--- config.mk ---
export PLATFORM = sky130hd
export DESIGN_NAME = clock_request_decoder
export DESIGN_NICKNAME = d
export VERILOG_FILES = /design/src/pkg/clock_request_pkg.sv /design/src/clock_request_decoder.sv /design/src/reset_glitch_filter.sv
export VERILOG_INCLUDE_DIRS = /design/src /design/src/pkg
export SDC_FILE = /design/constraint.sdc
export NUM_CORES = 1
export LEC_CHECK = 0
export BUFFER_PORTS_ARGS = -buffer_cell sky130_fd_sc_hd__clkbuf_2
export CAP_MARGIN = 5
export CORE_ASPECT_RATIO = 1.2
export CORE_MARGIN = 2
export CORE_UTILIZATION = 53
export DETAILED_ROUTE_END_ITERATION = 6
export GPL_TIMING_DRIVEN = 0
export PLACE_DENSITY = 0.78
export SYNTH_ARGS = -nofsm -noshare
export SYNTH_HDL_FRONTEND = slang
export SYNTH_SLANG_ARGS = --single-unit
--- constraint.sdc ---
create_clock -name clk -period 1.95 [get_ports clk]
set_input_delay 0.195 -clock clk [delete_from_list [all_inputs] [get_ports clk]]
set_output_delay 0.195 -clock clk [all_outputs]
set_load 0.05 [all_outputs]
--- src/pkg/clock_request_decoder_consts.svh ---
`ifndef CLOCK_REQUEST_DECODER_CONSTS_SVH
`define CLOCK_REQUEST_DECODER_CONSTS_SVH

// Timing at the 25 MHz system clock.
`define CRD_CLK_PERIOD_NS   40
`define CRD_SPIKE_NS        300
`define CRD_MIN_PULSE_NS    500
`define CRD_FILT_CYCLES \
  ((`CRD_SPIKE_NS + `CRD_CLK_PERIOD_NS - 1) / `CRD_CLK_PERIOD_NS)
`define CRD_MIN_PULSE_CYCLES \
  ((`CRD_MIN_PULSE_NS + `CRD_CLK_PERIOD_NS - 1) / `CRD_CLK_PERIOD_NS)
`define CRD_FILT_W          4
`define CRD_FILT_LAST       4'(`CRD_FILT_CYCLES - 1)
`define CRD_FILT_ZERO       4'h0
`define CRD_FILT_ONE        4'h1

// Configuration byte indices.
`define CRD_BYTE_POL        2'h0
`define CRD_BYTE_SW         2'h1
`define CRD_BYTE_PRIO       2'h2

// Field positions.
`define CRD_NIB_LSB         0
`define CRD_NIB_MSB         3
`define CRD_MODE_LSB        4
`define CRD_MODE_MSB        5
`define CRD_REG_OVR_EN_BIT  4
`define CRD_REG_OVR_VAL_BIT 5

// Reset values.
`define CRD_POL_RST         8'h00
`define CRD_SW_RST          8'h09
`define CRD_PRIO_RST        8'h09
`define CRD_OUT14_MASK      4'h9
`define CRD_SYNC4_RST       4'h0
`define CRD_SYNC3_RST       3'h0

`endif

--- src/pkg/clock_request_pkg.sv ---
package clock_request_pkg;

  typedef enum logic [1:0] {
    MODE_WIRED_OR  = 2'h0,
    MODE_WIRED_AND = 2'h1,
    MODE_PUSH_PULL = 2'h2
  } mreq_mode_t;

  typedef struct packed {
    logic       en;
    logic [1:0] idx;
    logic [7:0] data;
  } cfg_write_t;

  typedef struct packed {
    logic battery;
    logic core;
    logic buffer;
  } supply_t;

  typedef struct packed {
    logic hiz;
    logic pass;
  } sine_ctl_t;

  typedef struct packed {
    logic                  sync1;
    logic                  sync2;
    logic                  active;
    logic [3:0]            cnt;
  } filt_state_t;

  typedef struct packed {
    logic [3:0]            req_s1;
    logic [3:0]            req_s2;
    supply_t               sup_s1;
    supply_t               sup_s2;
    logic [7:0]            pol_byte;
    logic [7:0]            sw_byte;
    logic [7:0]            prio_byte;
    sine_ctl_t [3:0]       sine;
    logic [3:0]            eff;
    logic                  any_req;
    logic                  mreq_o;
    logic                  mreq_oe;
    logic                  reg_on;
    logic                  blocked;
  } dec_state_t;

endpackage : clock_request_pkg

--- src/clock_request_decoder.sv ---
//
// Notes on behaviour
// - While peripheral reset is low outputs one and four are forced on; otherwise each output follows its pin or, when its priority bit is set, its software bit.
// - Peripheral reset returns the priority and software bits of outputs one and four to their on defaults and leaves every other software bit alone.
// - While peripheral reset is active every configuration write is ignored.
// - The reset driver holds reset low at least 500 ns, and the device filters out spikes of about 300 ns.
// - Priority bits 0 to 3 of configuration byte 2 choose pin or software control per output.
// - Bits 0 to 3 of configuration byte 0 set the active polarity of each request pin.
// - An output with an active request passes the clock, otherwise it is disabled and parked high.
// - The combined request to the master clock is high when any request is active and low only when none is.
// - Under decoder control the regulator is on when any request or peripheral reset is active and off only when neither is.
// - Bits 4 and 5 of configuration byte 2 let software override the regulator decision.
// - The regulator is enabled only with battery and core supplies present and a request, peripheral reset or override value of 1 active.
// - After power-up outputs one and four are on and outputs two and three follow their pins.
// - Core power-up returns every configuration and control bit to its default.
// - With the buffer supply absent all four sine outputs are high impedance.
// - The combined request pin defaults to open-source wired-OR and can be set to wired-AND or push-pull.
`timescale 1ns/10ps
`include "clock_request_decoder_consts.svh"

module clock_request_decoder (
  input  wire logic                           clk,
  input  wire logic                           resetn,
  input  wire logic [3:0]                     peripheral_clock_request,
  input  wire logic                           preset_n_pin,
  input  wire clock_request_pkg::supply_t     supply_pins,
  input  wire clock_request_pkg::cfg_write_t  cfg_wr,
  output clock_request_pkg::sine_ctl_t [3:0]  sine_ctl,
  output logic                                mclk_request_o,
  output logic                                mclk_request_oe,
  output logic                                oscillator_regulator_out,
  output logic [3:0]                          effective_request,
  output logic                                cfg_blocked
);

  clock_request_pkg::dec_state_t s_r;
  clock_request_pkg::dec_state_t s_nxt;
  logic                          preset_active;

  reset_glitch_filter u_filter (
    .clk           (clk),
    .resetn        (resetn),
    .preset_n_pin  (preset_n_pin),
    .preset_active (preset_active)
  );

  // A set polarity bit makes the pin active low.
  function automatic logic [3:0] pin_active(input logic [3:0] pin,
                                            input logic [3:0] pol);
    pin_active = pin ^ pol;
  endfunction : pin_active

  function automatic logic [7:0] force_nibble(input logic [7:0] b,
                                              input logic [3:0] m);
    force_nibble = {b[7:4], b[3:0] | m};
  endfunction : force_nibble

  logic [3:0]                    hw_act;
  logic [3:0]                    sel_req;
  logic [3:0]                    out_req;
  logic                          decoder_on;
  clock_request_pkg::mreq_mode_t mode;

  always_comb
  begin
    s_nxt        = s_r;
    s_nxt.req_s1 = peripheral_clock_request;
    s_nxt.req_s2 = s_r.req_s1;
    s_nxt.sup_s1 = supply_pins;
    s_nxt.sup_s2 = s_r.sup_s1;

    hw_act = pin_active(s_r.req_s2,
                        s_r.pol_byte[`CRD_NIB_MSB:`CRD_NIB_LSB]);
    // Software bit wins over the pin wherever the priority bit is set.
    sel_req = (s_r.prio_byte[`CRD_NIB_MSB:`CRD_NIB_LSB] &
               s_r.sw_byte[`CRD_NIB_MSB:`CRD_NIB_LSB]) |
              (~s_r.prio_byte[`CRD_NIB_MSB:`CRD_NIB_LSB] & hw_act);
    out_req = sel_req;
    if (preset_active)
    begin
      out_req = sel_req | `CRD_OUT14_MASK;
    end

    for (int i = 0; i < 4; i++)
    begin
      s_nxt.sine[i].pass = out_req[i];
      s_nxt.sine[i].hiz  = ~s_r.sup_s2.buffer;
    end
    s_nxt.eff     = out_req;
    s_nxt.any_req = |out_req;

    // Reset keeps the regulator up so a peripheral coming out of reset
    // finds its oscillator already running.
    decoder_on = (|out_req) | preset_active;
    if (s_r.prio_byte[`CRD_REG_OVR_EN_BIT])
    begin
      decoder_on = s_r.prio_byte[`CRD_REG_OVR_VAL_BIT];
    end
    s_nxt.reg_on = decoder_on & s_r.sup_s2.battery &
                   s_r.sup_s2.core;

    mode = clock_request_pkg::mreq_mode_t'(
             s_r.sw_byte[`CRD_MODE_MSB:`CRD_MODE_LSB]);
    unique case (mode)
      clock_request_pkg::MODE_WIRED_AND:
      begin
        s_nxt.mreq_o  = 1'b0;
        s_nxt.mreq_oe = ~(|out_req);
      end
      clock_request_pkg::MODE_PUSH_PULL:
      begin
        s_nxt.mreq_o  = |out_req;
        s_nxt.mreq_oe = 1'b1;
      end
      clock_request_pkg::MODE_WIRED_OR:
      begin
        s_nxt.mreq_o  = 1'b1;
        s_nxt.mreq_oe = |out_req;
      end
      default:
      begin
        // The fourth code is not defined; it falls back to wired-OR.
        s_nxt.mreq_o  = 1'b1;
        s_nxt.mreq_oe = |out_req;
      end
    endcase

    s_nxt.blocked = preset_active;
    if (preset_active)
    begin
      s_nxt.sw_byte   = force_nibble(s_r.sw_byte, `CRD_OUT14_MASK);
      s_nxt.prio_byte = force_nibble(s_r.prio_byte,
                                     `CRD_OUT14_MASK);
    end
    else if (cfg_wr.en)
    begin
      unique case (cfg_wr.idx)
        `CRD_BYTE_POL:  s_nxt.pol_byte  = cfg_wr.data;
        `CRD_BYTE_SW:   s_nxt.sw_byte   = cfg_wr.data;
        `CRD_BYTE_PRIO: s_nxt.prio_byte = cfg_wr.data;
        default:        s_nxt.pol_byte  = s_r.pol_byte;
      endcase
    end
  end

  // Core power-up is the asynchronous reset; every bit returns to default.
  always_ff @(posedge clk or negedge resetn)
  begin
    if (!resetn)
    begin
      s_r.req_s1    <= `CRD_SYNC4_RST;
      s_r.req_s2    <= `CRD_SYNC4_RST;
      s_r.sup_s1    <= `CRD_SYNC3_RST;
      s_r.sup_s2    <= `CRD_SYNC3_RST;
      s_r.pol_byte  <= `CRD_POL_RST;
      s_r.sw_byte   <= `CRD_SW_RST;
      s_r.prio_byte <= `CRD_PRIO_RST;
      for (int i = 0; i < 4; i++)
      begin
        s_r.sine[i].hiz  <= 1'b1;
        s_r.sine[i].pass <= 1'b0;
      end
      s_r.eff       <= `CRD_SYNC4_RST;
      s_r.any_req   <= 1'b0;
      s_r.mreq_o    <= 1'b1;
      s_r.mreq_oe   <= 1'b0;
      s_r.reg_on    <= 1'b0;
      s_r.blocked   <= 1'b0;
    end
    else
    begin
      s_r <= s_nxt;
    end
  end

  assign sine_ctl                 = s_r.sine;
  assign mclk_request_o           = s_r.mreq_o;
  assign mclk_request_oe          = s_r.mreq_oe;
  assign oscillator_regulator_out = s_r.reg_on;
  assign effective_request        = s_r.eff;
  assign cfg_blocked              = s_r.blocked;
endmodule : clock_request_decoder

--- src/reset_glitch_filter.sv ---
`timescale 1ns/10ps
`include "clock_request_decoder_consts.svh"

module reset_glitch_filter (
  input  wire logic clk,
  input  wire logic resetn,
  input  wire logic preset_n_pin,
  output logic      preset_active
);

  clock_request_pkg::filt_state_t s_r;
  clock_request_pkg::filt_state_t s_nxt;

  // The level moves only after the synchronised pin has disagreed with it
  // for a whole filter window, so short spikes in either direction vanish.
  always_comb
  begin
    s_nxt       = s_r;
    s_nxt.sync1 = preset_n_pin;
    s_nxt.sync2 = s_r.sync1;
    if (s_r.sync2 == s_r.active)
    begin
      if (s_r.cnt == `CRD_FILT_LAST)
      begin
        s_nxt.active = ~s_r.active;
        s_nxt.cnt    = `CRD_FILT_ZERO;
      end
      else
      begin
        s_nxt.cnt = s_r.cnt + `CRD_FILT_ONE;
      end
    end
    else
    begin
      s_nxt.cnt = `CRD_FILT_ZERO;
    end
  end

  always_ff @(posedge clk or negedge resetn)
  begin
    if (!resetn)
    begin
      s_r.sync1  <= 1'b1;
      s_r.sync2  <= 1'b1;
      s_r.active <= 1'b0;
      s_r.cnt    <= `CRD_FILT_ZERO;
    end
    else
    begin
      s_r <= s_nxt;
    end
  end

  assign preset_active = s_r.active;
endmodule : reset_glitch_filter

==> results_dict.tcl, run 1 <==
set metrics [dict create \
    outcome "finished clean" \
    via_count 1082 \
    peakVddDrop_mv 1.20 \
    rsz0062_at_grt "no" \
    crit_fanout 6 \
    critical_path_class "flip-flop to flip-flop" \
    synth_ff_type "dfrtp_1" \
    drt_first_pass_iters 3 \
    r2r-start "u_filter.preset_active" \
    die_area_mm2 0.00386 \
    design.core.area_mm2 0.00328 \
    slowest_stage "dfrtp_1" \
    avgSynthCellArea_um2 14.0 \
    worst-slew-pin-transition_ns 1.09 \
    period_share_pct 77.3 \
    nNetsFinal 201 \
    cts_buffer_depth 2 \
    yosys_warnings 0 \
    setup_tns_ns 0 \
    place.gp.congestion 0.714 \
    synth_cells 128 \
    fin_worst_skew_ns 0.00286 \
    drt-total-wl_um 2840 \
    detail-route-antenna-nets 0 \
    cts.sinks 46 \
    die_x_um 57.1 \
    clk_latency_ns 0.29 \
    rows 23 \
    antenna_found_initial 0 \
    cp.buffers_inverters 0 \
    p_per_area_mw_per_mm2 1510 \
    path_delay_family "simple AND/OR/NAND/NOR gates" \
    syn_area_mm2 0.00179 \
    min_period_ns 1.51 \
    drive_gt1_share_pct 43.8 \
    cp-end-kind "flip-flop" \
    r2r_slack_ns 0.44 \
    setup_violations 0 \
    cts_tree "done" \
    cp.required_ns 2.13 \
    grt_pass1_vias 1101 \
    h-tree-depth 2 \
    cts_root_buffer "clkbuf_8" \
    power_mw 3.32 \
    synth_cell_types 27 \
    hold_path_class "input pin to asynchronous set/reset pin" \
    post_cts_buffers 0 \
    path_cells "nand2b_1 > nor3b_2 > mux2_2" \
    synth_seq_cells 46 \
    die_h_um 67.7 \
    grt_pass1_wl_um 4790 \
    grt_start_max_net_pins 47 \
    port-buffer-count 34 \
    post_cts_resized 0 \
    drc_errors 0 \
    reg2regPathDepth 3 \
    final_hold_viol_count 0 \
    grt_use_total_pct 16.9 \
    maxSlewViolCount 0 \
    ys_seq_area_share_pct 64.8 \
    maxCapViolations 0 \
    syn-num-nets 152 \
    start_util_pct 54.6 \
    syn2layout_area_growth_pct 22.5 \
    slew_headroom_pct 27.2 \
    viasPerCell 5.03 \
    gr-total-overflow 0 \
    p_leak_nw 1.04 \
    drt-wirelength-per-cell_um 13.2 \
    fmax_mhz 663 \
    ios 37 \
    start_kind "flip-flop" \
    synth-edff-count 0 \
    reg2reg_to "s_r[26]" \
    arrival_ns 1.69 \
    first_iter_violations 21 \
    dp_hpwl_um 2030 \
    clk_pin_slew_ns 0.07 \
    cts_made_buffers 5 \
    critical_path.max_stage_delay_ns 0.40 \
    async_reset_ff_share_pct 100 \
    antenna_cells 0 \
]
## cell usage after synthesis, types with 2 or more instances
| library cell | number | share of area (%) |
|---|---|---|
| buf_4 | 12 | 5.0 |
| inv_1 | 5 | 1.0 |
| ha_1 | 3 | 2.1 |
| dfrtp_1 | 38 | 53 |
| mux2i_1 | 5 | 2.8 |
| a22oi_2 | 2 | 1.4 |
| nand3b_1 | 3 | 1.3 |
| nor2_1 | 5 | 1.0 |
| o21ai_0 | 4 | 1.1 |
| nand2b_1 | 5 | 1.7 |
| a21oi_1 | 2 | 0.56 |
| mux2_2 | 9 | 5.7 |
| o21ai_1 | 2 | 0.56 |
| nor3b_2 | 2 | 1.4 |
| xnor2_1 | 5 | 2.4 |
| dfstp_2 | 8 | 12 |
| nor2_2 | 2 | 0.70 |
| nand2_1 | 7 | 1.5 |
## metal layers
metal	up-vias	GRT usage [%]	routed length [µm]
met5	-	0	0
li1	510	-	-
met4	0	6.10	39
met2	23	32.3	1620
met1	544	16.8	1040
met3	5	5.94	138
## registers in the layout, indices dropped and copies added (netlist names)
signal                    count
effective_request             4
cfg_blocked                   1
s_r                          21
mclk_request_o                1
mode                          2
u_filter.s_r                  5
oscillator_regulator_out      1
sine_ctl                      1
u_filter.s_nxt                1
s_nxt                         7
u_filter.preset_active        1
mclk_request_oe               1
## worst register-to-register path, cell delays in order, from the launching register on
cell and delay (ns):
dfrtp_1 0.40, nand2b_1 0.21, nor3b_2 0.40, mux2_2 0.38
## power breakdown
group | internal, mW | switching (mW) | total [mW]
Sequential | 1.24 | 0.151 | 1.39
Clock | 0.383 | 0.288 | 0.671
Combinational | 0.466 | 0.786 | 1.25
## worst max-delay path by stage
| stage | depth (start not counted) | from | to | slack, ns |
|---|---|---|---|---|
| 2_1_floorplan | 3 | u_filter.preset_active | s_r[26] | 0.57 |
| 3_3_place_gp | 3 | u_filter.preset_active | s_r[26] | 0.46 |
| 3_5_place_dp | 3 | u_filter.preset_active | s_r[27] | 0.44 |
| 4_1_cts | 6 | u_filter.preset_active | oscillator_regulator_out | 0.43 |
| 5_1_grt | 6 | u_filter.preset_active | mclk_request_oe | 0.30 |
| 6_report | 3 | u_filter.preset_active | s_r[26] | 0.44 |
## cell type report
class,count,area (µm²)
plain buffers,13,101
clock buffers,7,76.3
clock inverters,1,30.0
fillers,267,1090
inverters,5,18.8
multi-input cells,64,510
flip-flops and latches,46,1160
well taps,37,46.3
repair buffers,42,250
## metrics by stage
stage / instances / area (µm²) / worst slack, ns / utilization, % / hold WS (ns)
after floorplan: 128 / 1790 / 0.573 / - / -0.101
after global routing: 215 / 2190 / 0.305 / 66.9 / 0.145
after CTS: 215 / 2190 / 0.428 / 66.9 / 0.120
final: 215 / 2190 / 0.443 / 66.9 / 0.0966
after detailed placement: 199 / 2010 / 0.439 / 61.2 / 0.289
after global placement: 199 / 2010 / 0.455 / 61.2 / 0.285
## layout by cell type (no fill, tap or decap), drive strengths merged
| master | n |
|---|---|
| a211oi | 1 |
| a21oi | 2 |
| a22oi | 2 |
| buf | 13 |
| bufinv | 1 |
| clkbuf | 41 |
| dfrtp | 38 |
| dfstp | 8 |
| dlygate4sd3 | 8 |
| ha | 3 |
| inv | 5 |
| mux2 | 9 |
| mux2i | 5 |
| nand2 | 7 |
| nand2b | 5 |
| nand3 | 1 |
| nand3b | 3 |
| nor2 | 7 |
| nor3 | 2 |
| nor3b | 3 |
| nor4 | 1 |
| o2111a | 1 |
| o21ai | 6 |
| xnor2 | 5 |
| xor2 | 1 |
## kinds of logic (layout without fill, tap and decap cells)
kind of cell / after synthesis / count (layout) / share of synthesized area (%)
adders and majority gates: 3 / 3 / 2.10
and+or+nand+nor: 29 / 29 / 10.3
muxes: 14 / 14 / 8.45
AOI/OAI and AO/OA: 12 / 12 / 4.68
buffers and inverters: 18 / 68 / 6.70
DFF: 46 / 46 / 64.8
xor gates and xnor gates: 6 / 6 / 2.93
## repair_timing
| action | 4_1_cts | 5_1_grt |
|---|---|---|
| setup endpoints to repair | 0 | 0 |
| endpoints found under the hold margin | 8 | 0 |
| hold buffers | 8 | 0 |
Power figures use the tool's default switching activity.
==> inputs of run 2 (changes only) <==
--- a/config.mk
+++ b/config.mk
@@ -10,10 +10,10 @@
 export CAP_MARGIN = 5
 export CORE_ASPECT_RATIO = 1.2
 export CORE_MARGIN = 2
-export CORE_UTILIZATION = 53
+export CORE_UTILIZATION = 48
 export DETAILED_ROUTE_END_ITERATION = 6
 export GPL_TIMING_DRIVEN = 0
-export PLACE_DENSITY = 0.78
+export PLACE_DENSITY = 0.74
 export SYNTH_ARGS = -nofsm -noshare
 export SYNTH_HDL_FRONTEND = slang
 export SYNTH_SLANG_ARGS = --single-unit
==> constraint.sdc (replaced) <==
create_clock -name clk -period 1.2 [get_ports clk]
set_input_delay 0.12 -clock clk [delete_from_list [all_inputs] [get_ports clk]]
set_output_delay 0.12 -clock clk [all_outputs]
set_load 0.05 [all_outputs]
==> run 2 against run 1 <==
Against the previous run:
- the run now ends with setup timing left
- setup slack lost 0.70 ns
- via count grew 5.5%
- global-route usage shrank 0.12 points
- clock skew grew 0.0063 ns
- die area grew 9.7%
- sequential share of layout area shrank 7.5 points
- count of clock-buffer cells in the layout is the same
- sequential power grew 67%
- clock power grew 71%
- cell area grew 17%
- non-clock buffer count grew 12
- largest cell class unchanged
- highest routed layer unchanged
==> results_dict.tcl, run 2 (synthesis gave the netlist of run 1 again) <==
set metrics [dict create \
    outcome "finished, violations left" \
    violations "setup timing" \
    grt_pass1_wl_um 5180 \
    syn2layout_area_growth_pct 42.8 \
    p_per_area_mw_per_mm2 2390 \
    drive_gt1_share_pct 53.2 \
    port-buffer-count 34 \
    final_hold_viol_count 0 \
    fin_worst_skew_ns 0.00914 \
    die_h_um 70.9 \
    detail-route-antenna-nets 0 \
    gr-total-overflow 0 \
    viasPerCell 4.99 \
    stdcell_count 229 \
    utilization_pct 71.0 \
    fmax_mhz 685 \
    min_period_ns 1.46 \
    h-tree-depth 2 \
    cts_tree "done" \
    finalWorstSetupSlack_ns -0.259 \
    cp-end-kind "flip-flop" \
    maxCapViolations 0 \
    dp_cells 201 \
    peakVddDrop_mv 1.52 \
    start_util_pct 49.7 \
    hold_path_class "input pin to asynchronous set/reset pin" \
    first_iter_violations 17 \
    critical_path_class "flip-flop to flip-flop" \
    clk_pin_slew_ns 0.08 \
    nNetsFinal 213 \
    slew_headroom_pct 27.3 \
    period_share_pct 122 \
    design.core.area_mm2 0.00360 \
    grt_use_total_pct 16.8 \
    die_x_um 59.8 \
    cts.sinks 46 \
    nFillCells 246 \
    dp_hpwl_um 2030 \
    setup_violations 20 \
    grt_pass1_vias 1212 \
    cts_root_buffer "clkbuf_8" \
    die_area_mm2 0.00424 \
    clk_latency_ns 0.30 \
    antenna_found_initial 0 \
    crit_fanout 4 \
    rsz0062_at_grt "yes" \
    drt-wirelength-per-cell_um 14.2 \
    p_leak_nw 1.22 \
    via_count 1142 \
    cts_made_buffers 5 \
    drt_first_pass_iters 4 \
    grt_start_max_net_pins 47 \
    maxSlewViolCount 0 \
    drc_errors 0 \
    start_kind "flip-flop" \
    worst-slew-pin-transition_ns 1.09 \
    place.gp.congestion 0.732 \
    top_register "s_r" \
    ios 37 \
    arrival_ns 1.65 \
    final_common_cell "dfrtp_1" \
    drt-total-wl_um 3260 \
    rows 24 \
    antenna_cells 0 \
    largest_reg_flops 21 \
    cts_buffer_depth 2 \
    mostFrequentLayoutCells "dfrtp_1, clkbuf_2, buf_4" \
    cp.required_ns 1.39 \
]
-- run 2: worst paths after layout --
path                                        start               to  slack [ns]  cells after the start
max reg2reg                u_filter.preset_active          s_r[26]       -0.26                      4
min reg2reg                             s_nxt[47]          s_r[47]        0.35                      0
min in group clk                        cfg_wr[4]          s_r[21]        0.06                      3
max in group asynchronous                  resetn  u_filter.s_r[3]        0.52                      1
max                        u_filter.preset_active          s_r[26]       -0.26                      4
min                                        resetn  mclk_request_oe        0.02                      1
-- run 2: metrics by stage --
stage          power (mW)  TNS (ns)  hold slack (ns)  area (µm²)  setup slack, ns
5_1_grt              6.45     -4.63           0.0604        2560           -0.357
3_3_place_gp         4.31     -2.00            0.210        2040           -0.201
3_5_place_dp         4.41     -2.25            0.210        2040           -0.229
6_report             6.13     -3.26           0.0160        2560           -0.259
4_1_cts              5.97     -1.99           0.0402        2490           -0.232
2_1_floorplan        3.97    -0.756           -0.176        1820          -0.0882
-- run 2: power by group --
group	switching, mW	internal, mW
registers	0.298	2.02
clock network	0.477	0.678
logic	1.46	1.19
-- run 2: layer usage --
layer	vias up	wire [µm]	global-route usage, %
li1	535	-	-
met5	-	0	0
met2	39	1720	27.3
met3	13	161	6.40
met1	555	1250	18.8
met4	0	123	8.64
-- run 2: worst max-delay path: stages, from the launching register on --
cell	delay, ns
dfrtp_1	0.40
buf_4	0.14
nand2b_4	0.17
nor3b_4	0.31
mux2_4	0.33
-- run 2: repair_timing --
action,in CTS,in global routing
setup endpoints to repair,17,25
gates resized for setup,37,9
cloned,0,0
pin swaps,7,8
hold endpoints to repair,8,0
hold buffers,8,0
setup buffers,8,5
-- run 2: layout make-up --
cell class                 instances  area [µm²]  area share, %
buffer                            13         116           4.55
clock buffer                       7        86.3           3.37
multi-input combinational         64         647           25.3
sequential                        46        1160           45.4
tap                               39        48.8           1.91
clock inverter                     1        30.0           1.17
timing repair buffer              54         450           17.6
inverter                           5        18.8          0.733
